**src/dsw_pkg.sv**
```systemverilog
// Package: constants and carrier types for the data-space window and banking block
package dsw_pkg;
   // Data-space map
   localparam logic [7:0] DSW_BANK_LO = 8'h00;
   localparam logic [7:0] DSW_BANK_HI = 8'h3F;
   localparam logic [7:0] DSW_WIN_LO = 8'h40;
   localparam logic [7:0] DSW_WIN_HI = 8'h7F;
   localparam logic [7:0] DSW_ADR_ROM_WINDOW_POINTER = 8'hC9;
   localparam logic [7:0] DSW_ADR_RAM_PAGE_SELECT = 8'hCB;
   // Field layout
   localparam int DSW_WIN_OFS_W = 6;
   localparam int DSW_WIN_PAGE_W = 7;
   localparam int DSW_PAGE_ONE_BIT = 3;
   localparam int DSW_PAGE_TWO_BIT = 4;
   localparam logic [7:0] DSW_PAGE_NONE = 8'h00;
   localparam logic [7:0] DSW_PAGE_ONE = 8'h08;
   localparam logic [7:0] DSW_PAGE_TWO = 8'h10;
   // Stack and option bytes
   localparam int DSW_STACK_DEPTH = 6;
   localparam int DSW_PC_W = 12;
   localparam int DSW_OPT_BYTES = 2;
   localparam logic [7:0] DSW_OPT_RESET = 8'h00;
   localparam logic [2:0] DSW_SP_RESET = 3'h0;

   typedef enum logic [3:0] {
      DSW_ST_OPT0 = 4'h1,
      DSW_ST_OPT1 = 4'h2,
      DSW_ST_WAIT = 4'h4,
      DSW_ST_RUN = 4'h8
   } dsw_boot_t;

   // One data-space access from the core
   typedef struct packed {
      logic rd;
      logic wr;
      logic [7:0] addr;
      logic [7:0] wdata;
   } dsw_dreq_t;

   // Program-memory fetch for window reads / option loads
   typedef struct packed {
      logic req;
      logic opt;
      logic [12:0] addr;
   } dsw_preq_t;

   // Select lines toward RAM storage
   typedef struct packed {
      logic base;
      logic page_one;
      logic page_two;
      logic window;
   } dsw_sel_t;
endpackage

```
**src/dsw_top.sv**
```systemverilog
// Data-space decode, ROM window and RAM page banking for the 8-bit core
//
// Contract
// - Six-entry 12-bit return stack holds call and interrupt return addresses.
// - Reads at 40h..7Fh come from program memory, not RAM.
// - Window shows 64 program bytes placed anywhere up to 1FFFh.
// - Program address is window pointer above the low six data-address bits.
// - Each pointer value moves the window in 64-byte steps.
// - Window pointer at C9h is write-only; software avoids reads and bit ops.
// - Pointer bits 6..0 form upper address bits; bit 7 unused.
// - Pointer not reset; software writes it before first window read.
// - Page select at CBh is write-only; no reads or bit instructions.
// - Bit 4 picks page two, bit 3 page one; 00h none.
// - Extra pages use addresses 00h..3Fh, steered by the page select.
// - At most one page bit; several enable pages in parallel.
// - Page select not cleared at start; software writes it first.
// - Page select unchanged by interrupts and calls.
// - At reset the two option bytes are read and applied first.
// - Option bytes sit outside the map, read without any address.
`timescale 1ns/100ps
module dsw_top (
   // Clock and reset
   input wire logic i_clk_sys,
   input wire logic i_rst,
   // Data-space access from the core
   input wire dsw_pkg::dsw_dreq_t i_dreq,
   output dsw_pkg::dsw_sel_t o_sel,
   output logic o_win_rd,
   output logic [12:0] o_win_addr,
   input wire logic [7:0] i_pmem_data,
   output logic [7:0] o_win_data,
   output logic o_win_vld,
   // Return stack
   input wire logic i_call,
   input wire logic i_ret,
   input wire logic [11:0] i_pc,
   output logic [11:0] o_ret_pc,
   output logic o_stk_full,
   output logic o_stk_empty,
   // Option bytes
   output logic o_opt_req,
   input wire logic i_opt_vld,
   input wire logic [7:0] i_opt_data,
   output logic [15:0] o_opt,
   output logic o_core_run,
   // Write-only register contents as they steer the logic
   output logic [6:0] o_window_page_bits,
   output logic o_page_conflict
);
   import dsw_pkg::*;

   // =========================================
   // State
   typedef struct packed {
      logic [7:0] rom_window_pointer;
      logic [7:0] ram_page_select;
      dsw_sel_t sel;
      logic win_rd;
      logic [12:0] win_addr;
      logic win_pend;
      logic [7:0] win_data;
      logic win_vld;
      logic conflict;
      logic ptr_set;
      logic page_set;
   } dsw_top_st_t;

   dsw_top_st_t s_r;
   dsw_top_st_t s_nxt;
   logic boot_done;
   logic [15:0] opt_w;
   logic [11:0] ret_w;
   logic full_w;
   logic empty_w;
   logic opt_req_w;

   function automatic logic in_range(input logic [7:0] a, input logic [7:0] lo, input logic [7:0] hi);
      in_range = (a >= lo) && (a <= hi);
   endfunction

   function automatic logic [12:0] win_map(input logic [7:0] ptr, input logic [7:0] a);
      // Pointer above six offset bits: one pointer step is one 64-byte granule
      win_map = {ptr[DSW_WIN_PAGE_W-1:0], a[DSW_WIN_OFS_W-1:0]};
   endfunction

   // =========================================
   // Decode and register writes
   always_comb begin
      s_nxt = s_r;
      s_nxt.win_rd = 1'b0;
      s_nxt.win_vld = 1'b0;
      s_nxt.sel = '0;
      if (s_r.win_pend) begin
         s_nxt.win_data = i_pmem_data;
         s_nxt.win_vld = 1'b1;
      end
      s_nxt.win_pend = s_r.win_rd;
      if (boot_done) begin
         // Only plain writes change the registers; reads fall through untouched
         if (i_dreq.wr && i_dreq.addr == DSW_ADR_ROM_WINDOW_POINTER) begin
            s_nxt.rom_window_pointer = i_dreq.wdata;
            s_nxt.ptr_set = 1'b1;
         end
         if (i_dreq.wr && i_dreq.addr == DSW_ADR_RAM_PAGE_SELECT) begin
            s_nxt.ram_page_select = i_dreq.wdata;
            s_nxt.page_set = 1'b1;
         end
         if (i_dreq.rd && in_range(i_dreq.addr, DSW_WIN_LO, DSW_WIN_HI)) begin
            s_nxt.win_rd = 1'b1;
            s_nxt.win_addr = win_map(s_r.rom_window_pointer, i_dreq.addr);
         end
         if ((i_dreq.rd || i_dreq.wr) && in_range(i_dreq.addr, DSW_BANK_LO, DSW_BANK_HI)) begin
            // Raw bits, no priority: two set bits really enable both pages
            s_nxt.sel.page_one = s_r.ram_page_select[DSW_PAGE_ONE_BIT];
            s_nxt.sel.page_two = s_r.ram_page_select[DSW_PAGE_TWO_BIT];
            s_nxt.sel.base = !(s_r.ram_page_select[DSW_PAGE_ONE_BIT]
                               || s_r.ram_page_select[DSW_PAGE_TWO_BIT]);
         end
         s_nxt.sel.window = s_nxt.win_rd;
      end
      s_nxt.conflict = s_nxt.ram_page_select[DSW_PAGE_ONE_BIT] && s_nxt.ram_page_select[DSW_PAGE_TWO_BIT];
   end

   always_ff @(posedge i_clk_sys) begin
      if (i_rst) begin
         s_r.sel <= '0;
         s_r.win_rd <= 1'b0;
         s_r.win_addr <= '0;
         s_r.win_pend <= 1'b0;
         s_r.win_data <= '0;
         s_r.win_vld <= 1'b0;
         // Tracks only whether a value was ever written, so checks skip the undefined start
         s_r.ptr_set <= 1'b0;
         s_r.page_set <= 1'b0;
      end else begin
         s_r.sel <= s_nxt.sel;
         s_r.win_rd <= s_nxt.win_rd;
         s_r.win_addr <= s_nxt.win_addr;
         s_r.win_pend <= s_nxt.win_pend;
         s_r.win_data <= s_nxt.win_data;
         s_r.win_vld <= s_nxt.win_vld;
         s_r.ptr_set <= s_nxt.ptr_set;
         s_r.page_set <= s_nxt.page_set;
      end
      // Deliberately outside reset: pointer, page select and conflict flag all hold whatever they had
      // Calls and interrupts have no path here, so the selection survives them
      s_r.rom_window_pointer <= s_nxt.rom_window_pointer;
      s_r.ram_page_select <= s_nxt.ram_page_select;
      s_r.conflict <= s_nxt.conflict;
   end

   // =========================================
   // Return stack and option loader
   dsw_ret_stack #(
      .DEPTH(DSW_STACK_DEPTH),
      .W(DSW_PC_W)
   ) u_stack (
      .i_clk_sys(i_clk_sys),
      .i_rst(i_rst),
      .i_push(i_call),
      .i_pop(i_ret),
      .i_pc(i_pc),
      .o_top(ret_w),
      .o_full(full_w),
      .o_empty(empty_w)
   );

   dsw_opt_loader u_opt (
      .i_clk_sys(i_clk_sys),
      .i_rst(i_rst),
      .o_opt_req(opt_req_w),
      .i_opt_vld(i_opt_vld),
      .i_opt_data(i_opt_data),
      .o_opt(opt_w),
      .o_ready(boot_done)
   );

   assign o_sel = s_r.sel;
   assign o_win_rd = s_r.win_rd;
   assign o_win_addr = s_r.win_addr;
   assign o_win_data = s_r.win_data;
   assign o_win_vld = s_r.win_vld;
   assign o_ret_pc = ret_w;
   assign o_stk_full = full_w;
   assign o_stk_empty = empty_w;
   assign o_opt_req = opt_req_w;
   assign o_opt = opt_w;
   assign o_core_run = boot_done;
   assign o_window_page_bits = s_r.rom_window_pointer[DSW_WIN_PAGE_W-1:0];
   assign o_page_conflict = s_r.conflict;

   // =========================================
   // Checks
   win_addr_a: assert property (@(posedge i_clk_sys) disable iff (i_rst)
      (boot_done && i_dreq.rd && i_dreq.addr >= DSW_WIN_LO && i_dreq.addr <= DSW_WIN_HI && !i_dreq.wr)
      |=> (o_win_rd && o_win_addr == {$past(s_r.rom_window_pointer[6:0]), $past(i_dreq.addr[5:0])}))
      else $error("window address not pointer over offset");
   win_data_a: assert property (@(posedge i_clk_sys) disable iff (i_rst)
      o_win_rd |=> ##1 (o_win_vld && o_win_data == $past(i_pmem_data)))
      else $error("window read not served from program memory");
   ptr_write_a: assert property (@(posedge i_clk_sys) disable iff (i_rst)
      (boot_done && i_dreq.wr && i_dreq.addr == DSW_ADR_ROM_WINDOW_POINTER)
      |=> (o_window_page_bits == $past(i_dreq.wdata[6:0])))
      else $error("window pointer write lost");
   ptr_read_a: assert property (@(posedge i_clk_sys) disable iff (i_rst)
      (!i_dreq.wr) |=> (!$past(s_r.ptr_set) || $stable(s_r.rom_window_pointer))
      && (!$past(s_r.page_set) || $stable(s_r.ram_page_select)))
      else $error("write-only register changed without a write");
   page_one_a: assert property (@(posedge i_clk_sys) disable iff (i_rst)
      (boot_done && i_dreq.rd && i_dreq.addr <= DSW_BANK_HI && s_r.ram_page_select == DSW_PAGE_ONE)
      |=> (o_sel.page_one && !o_sel.page_two && !o_sel.base))
      else $error("page one not steered");
   page_none_a: assert property (@(posedge i_clk_sys) disable iff (i_rst)
      (boot_done && i_dreq.wr && i_dreq.addr <= DSW_BANK_HI && s_r.ram_page_select == DSW_PAGE_NONE)
      |=> (o_sel.base && !o_sel.page_one && !o_sel.page_two))
      else $error("base bank not selected");
   page_both_a: assert property (@(posedge i_clk_sys) disable iff (i_rst)
      (boot_done && i_dreq.rd && i_dreq.addr <= DSW_BANK_HI && o_page_conflict)
      |=> (o_sel.page_one && o_sel.page_two))
      else $error("parallel pages not both enabled");
   call_keep_a: assert property (@(posedge i_clk_sys) disable iff (i_rst)
      (s_r.page_set && (i_call || i_ret) && !(i_dreq.wr && i_dreq.addr == DSW_ADR_RAM_PAGE_SELECT))
      |=> $stable(s_r.ram_page_select))
      else $error("page select disturbed by call or return");
   boot_gate_a: assert property (@(posedge i_clk_sys) disable iff (i_rst)
      !boot_done |=> !o_win_rd && o_sel == '0)
      else $error("access served before option load");
endmodule

```
**src/dsw_ret_stack.sv**
```systemverilog
// Six-level hardware return stack
`timescale 1ns/100ps
module dsw_ret_stack #(
   parameter int DEPTH = dsw_pkg::DSW_STACK_DEPTH,
   parameter int W = dsw_pkg::DSW_PC_W
) (
   // Clock and reset
   input wire logic i_clk_sys,
   input wire logic i_rst,
   // Push / pop
   input wire logic i_push,
   input wire logic i_pop,
   input wire logic [W-1:0] i_pc,
   output logic [W-1:0] o_top,
   output logic o_full,
   output logic o_empty
);
   import dsw_pkg::*;

   typedef struct packed {
      logic [DEPTH-1:0][W-1:0] ent;
      logic [2:0] sp;
      logic [W-1:0] top;
   } dsw_stk_t;

   dsw_stk_t st_r;
   dsw_stk_t st_nxt;

   // =========================================
   // Next state
   always_comb begin
      st_nxt = st_r;
      if (i_push && st_r.sp < 3'(DEPTH)) begin
         st_nxt.ent[st_r.sp] = i_pc;
         st_nxt.sp = st_r.sp + 3'h1;
         st_nxt.top = i_pc;
      end else if (i_pop && st_r.sp != 3'h0) begin
         st_nxt.sp = st_r.sp - 3'h1;
         st_nxt.top = (st_r.sp > 3'h1) ? st_r.ent[st_r.sp - 3'h2] : st_r.ent[0];
      end
   end

   always_ff @(posedge i_clk_sys) begin
      if (i_rst) begin
         st_r.sp <= DSW_SP_RESET;
         st_r.top <= '0;
      end else begin
         st_r.sp <= st_nxt.sp;
         st_r.top <= st_nxt.top;
      end
      // Entries carry no reset: only the pointer decides validity
      st_r.ent <= st_nxt.ent;
   end

   assign o_top = st_r.top;
   assign o_full = (st_r.sp == 3'(DEPTH));
   assign o_empty = (st_r.sp == 3'h0);

   // =========================================
   // Checks
   stack_depth_a: assert property (@(posedge i_clk_sys) disable iff (i_rst) st_r.sp <= 3'(DEPTH))
      else $error("stack pointer beyond six levels");
   push_top_a: assert property (@(posedge i_clk_sys) disable iff (i_rst)
      (i_push && !o_full) |=> (o_top == $past(i_pc)))
      else $error("pushed address not on top");
endmodule

```
**src/dsw_opt_loader.sv**
```systemverilog
// Reset-time loader for the two option bytes
`timescale 1ns/100ps
module dsw_opt_loader (
   // Clock and reset
   input wire logic i_clk_sys,
   input wire logic i_rst,
   // Option store, addressless byte stream
   output logic o_opt_req,
   input wire logic i_opt_vld,
   input wire logic [7:0] i_opt_data,
   // Result
   output logic [15:0] o_opt,
   output logic o_ready
);
   import dsw_pkg::*;

   typedef struct packed {
      dsw_boot_t st;
      logic [7:0] lo;
      logic [7:0] hi;
      logic rdy;
   } dsw_ld_t;

   dsw_ld_t s_r;
   dsw_ld_t s_nxt;

   always_comb begin
      s_nxt = s_r;
      case (s_r.st)
         DSW_ST_OPT0: begin
            if (i_opt_vld) begin
               s_nxt.lo = i_opt_data;
               s_nxt.st = DSW_ST_OPT1;
            end
         end
         DSW_ST_OPT1: begin
            if (i_opt_vld) begin
               s_nxt.hi = i_opt_data;
               s_nxt.st = DSW_ST_RUN;
               s_nxt.rdy = 1'b1;
            end
         end
         DSW_ST_RUN: s_nxt = s_r;
         default: s_nxt.st = DSW_ST_OPT0;
      endcase
   end

   always_ff @(posedge i_clk_sys) begin
      if (i_rst) begin
         s_r <= '{st: DSW_ST_OPT0, lo: DSW_OPT_RESET, hi: DSW_OPT_RESET, rdy: 1'b0};
      end else begin
         s_r <= s_nxt;
      end
   end

   // The store is sequenced, no address is ever presented
   assign o_opt_req = !s_r.rdy;
   assign o_opt = {s_r.hi, s_r.lo};
   assign o_ready = s_r.rdy;

   opt_done_a: assert property (@(posedge i_clk_sys) disable iff (i_rst)
      (s_r.st == DSW_ST_OPT1 && i_opt_vld) |=> (o_ready && o_opt[15:8] == $past(i_opt_data)))
      else $error("second option byte not taken");
endmodule

```
**config.mk**
```make
export PLATFORM = sky130hd
export DESIGN_NAME = dsw_top
export DESIGN_NICKNAME = d
export VERILOG_FILES = /design/src/dsw_pkg.sv /design/src/dsw_top.sv /design/src/dsw_ret_stack.sv /design/src/dsw_opt_loader.sv
export SDC_FILE = /design/constraint.sdc
export NUM_CORES = 1
export LEC_CHECK = 0
export ABC_CLOCK_PERIOD_IN_PS = 3050
export BUFFER_PORTS_ARGS = -buffer_cell sky130_fd_sc_hd__buf_2
export CAP_MARGIN = 20
export CORE_ASPECT_RATIO = 0.7
export CORE_MARGIN = 1.5
export CORE_UTILIZATION = 55
export DETAILED_ROUTE_END_ITERATION = 6
export HOLD_SLACK_MARGIN = 0.15
export PLACE_DENSITY = 0.88
export SYNTH_ARGS = -nofsm -noshare
export SYNTH_HDL_FRONTEND = slang
export SYNTH_SLANG_ARGS = --single-unit
```
**constraint.sdc**
```tcl
create_clock -name i_clk_sys -period 3.05 [get_ports i_clk_sys]
set_input_delay 0.305 -clock i_clk_sys [delete_from_list [all_inputs] [get_ports i_clk_sys]]
set_output_delay 0.305 -clock i_clk_sys [all_outputs]
set_load 0.01 [all_outputs]
```
==> summary.md <==
| Metric | Value |
|---|---|
| Critical Path AT | 2.76 ns |
| IO Pins | 118 |
| WHS | 0.167 ns |
| Initial Utilization | 0.562 |
| Vias in the first global route | 4389 |
| Design Area, Final | 7340 um^2 |
| Final hold vios | 0 |
| Worst VDD drop | 482 uV |
| WL per Instance | 17.7 um |
| Yosys warnings | 0 |
| Global-route wire length before repair | 21000 um |
| # H-tree levels | 4 |
| Share of layout cells above drive strength 1 | 0.295 |
| Critical Path Source | u_stack.st_r[13] |
| # DRC | 0 |
| Worst Hold Depth | 1 |
| Setup slack, reg-to-reg | 0.60 ns |
| Syn Inst Count | 499 |
| Layout Utilization | 0.669 |
| Gate power share | 0.146 |
| Distinct cells, synth | 44 |
| R2R depth | 7 |
| Worst-path clk slew | 0.06 ns |
| Critical path's top delay family | simple AND/OR/NAND/NOR gates |
| Clk_skew | 0.00666 ns |
| Final period utilization | 0.804 |
| # Max-Cap Violations | 0 |
| Row count | 32 |
| Switching power | 1240 uW |
| Fillers | 796 |
| Critical Path Source Type | flop |
| Antenna diode count | 0 |
| RSZ-0062 raised after global routing | no |
| Routed via count | 4111 |
| Type of the worst setup path | flop to flop |
| Synthesized area per cell | 12.4 um^2 |
| Sequential share of the synthesized area | 0.596 |
| I/O Buffers | 116 |
| Clk pwr share | 0.422 |
| Die height | 91.6 um |
| Origin of the critical flop-to-flop path | u_stack.st_r[13] |
| Syn_nets | 559 |
| Fmax achieved | 408 MHz |
| Final wirelength | 13300 um |
| Largest net degree at the start of global routing | 39 |
| Crit path buf inv count | 2 |
| Post-DP HPWL | 8440 um |
| Sw Share | 0.242 |
| 1st-pass router iterations | 5 |
| Status | finished, final reports clean |
| Leakage | 0.00293 uW |
| Worst rel slew slack | 0.451 |
| TritonCTS clock tree | built |
| Area after DPL | 6390 um^2 |
| Worst slew pin tran | 0.820 ns |
| Asr flop ratio synth | 0 |
| Die area | 11900 um^2 |
| Crit-path cells | inv_1 > ha_1 > buf_4 > and2b_4 > a221oi_1 > or4_1 > o221ai_1 |
| DR iter-0 viols | 428 |
| Vias per cell | 5.49 |
| CTS Root Cell | clkbuf_16 |
| Initial antenna violation count | 0 |
| Max-slew violations | 0 |
| Hold Path Class | input port to flop |
| EDFF count, synth | 79 |
| CP max-delay cell | or4_1 |
| Die span in x | 130 um |
| # resized after CTS | 0 |
| Clk Latency, worst-skew pair | 0.41 ns |
| PwrDens | 698 nW/um^2 |
| Setup TNS | 0 ns |
| Ys flop type | edfxtp_1 |
| Data required time at the worst endpoint | 3.36 ns |
| P_int | 3880 uW |
| WP depth | 7 |
| Critical path destination | u_stack.o_top[9] |
| Total CTS buffers | 17 |
| GRT Overall Usage | 0.237 |
| RR Endpoint | u_stack.o_top[9] |
| # setup viols final | 0 |
| Sequential power share | 0.432 |
| Seq cells post-synth | 144 |
| Clk sinks | 144 |
| Final #Nets | 643 |
| Hold Crit Start | i_pc[2] |
| Gpl congestion | 0.777 |
| Worst Setup End Kind | flop |
| Cell Area, Synth | 6160 um^2 |
| Crit path max fanout | 22 |
| Global route overflow | 0 |
| Synthesis-to-layout area growth | 19.0% |
| Critical path's largest stage delay | 0.51 ns |
| Core ar. | 11000 um^2 |
| CTS Buffer Depth | 2 |
| Final Critical Period | 2.45 ns |
| Post-route ant nets | 0 |
logic make-up after synthesis:
logic type | count (synthesis) | share of synthesized area
DFF | 144 | 0.596
AOI/OAI and AO/OA | 65 | 0.0790
xor gates and xnor gates | 1 | 0.00142
adders and majority gates | 9 | 0.0183
muxes | 54 | 0.0948
buffers and inverters | 108 | 0.110
and+or+nand+nor | 118 | 0.100
cells in the final DEF, fill, tap and decap left out, drive strengths merged, types with 3 or more instances in the layout:
cell and instances:
a21oi 16, a221oi 22, a22oi 12, and2 4
and3 6, buf 125, clkbuf 26, clkinv 4
dfxtp 65, dlygate4sd3 30, edfxtp 79, ha 9
inv 19, mux2 25, mux2i 28, nand2 36
nand2b 4, nand4b 3, nor2 34, nor2b 4
nor3 4, o221ai 12, or4 11
synth_stat cells (all sizes together) (2+ instances only):
| cell type | instances | share of area |
|---|---|---|
| dfxtp | 65 | 0.21 |
| clkbuf | 16 | 0.0097 |
| mux2i | 28 | 0.045 |
| and2 | 4 | 0.0041 |
| buf | 73 | 0.088 |
| or3 | 2 | 0.0020 |
| mux2 | 25 | 0.046 |
| nor3 | 4 | 0.0051 |
| a21oi | 16 | 0.013 |
| a221oi | 22 | 0.031 |
| ha | 9 | 0.018 |
| nand2 | 36 | 0.022 |
| nand3 | 2 | 0.0016 |
| inv | 18 | 0.011 |
| or2 | 2 | 0.0020 |
| nor2b | 4 | 0.0041 |
| o221ai | 12 | 0.017 |
| edfxtp | 79 | 0.38 |
| nand2b | 4 | 0.0053 |
| and3 | 6 | 0.0061 |
| a22oi | 12 | 0.015 |
| or4 | 11 | 0.013 |
| nand4b | 3 | 0.0067 |
| nand4 | 2 | 0.0020 |
| nor2 | 34 | 0.021 |
state kept, by name, indices dropped and copies added, names as in the netlist:
name                cells
o_win_vld               1
o_win_rd                1
o_win_data              8
o_win_addr             13
u_opt.s_r               3
u_opt.o_ready           1
u_stack.st_r           75
u_opt.o_opt            16
o_page_conflict         1
o_sel                   3
o_window_page_bits      7
u_stack.o_top          12
s_r                     3
area by class of cell:
cell class	count	area, um^2	share of cell area
timing repair buffer	155	948	0.129
tap	153	191	0.0261
multi-input combinational	247	1810	0.247
clock buffer	26	586	0.0798
clock inverter	6	60.1	0.00819
sequential	144	3670	0.501
inverter	18	67.6	0.00921
power groups by stage:
stage / clock (uW) / combinational (uW) / sequential, uW
global route: 2280 / 805 / 2220
global placement: 0 / 669 / 2240
floorplan: 0 / 535 / 2230
CTS: 2200 / 740 / 2210
detailed placement: 0 / 702 / 2250
finish: 2160 / 745 / 2210
metrics by stage:
stage               setup WS, ns  std cells  total power (uW)
CTS                        0.632        749              5150
floorplan                  0.636        499              2770
global placement           0.815        687              2910
detailed placement         0.675        687              2950
global route               0.534        749              5300
finish                     0.599        749              5120
layer usage:
layer	up-vias	track usage	wire, um
li1	1914	-	-
met1	1965	0.273	5380
met2	191	0.399	6630
met3	41	0.0607	813
met4	0	0.138	447
met5	-	0	0
how the worst min path moves through the flow:
stage                            end  slack (ns)
2_1_floorplan  o_window_page_bits[0]        0.40
3_3_place_gp           o_win_addr[4]        0.44
3_5_place_dp           o_win_addr[5]        0.45
4_1_cts             u_stack.st_r[22]        0.15
5_1_grt             u_stack.st_r[70]        0.16
6_report            u_stack.st_r[29]        0.17
timing repair:
item / 4_1_cts / 5_1_grt
hold buffers: 30 / 0
hold endpoints to repair: 50 / 0
buffers inserted: 0 / 0
Power figures use the tool's default switching activity.
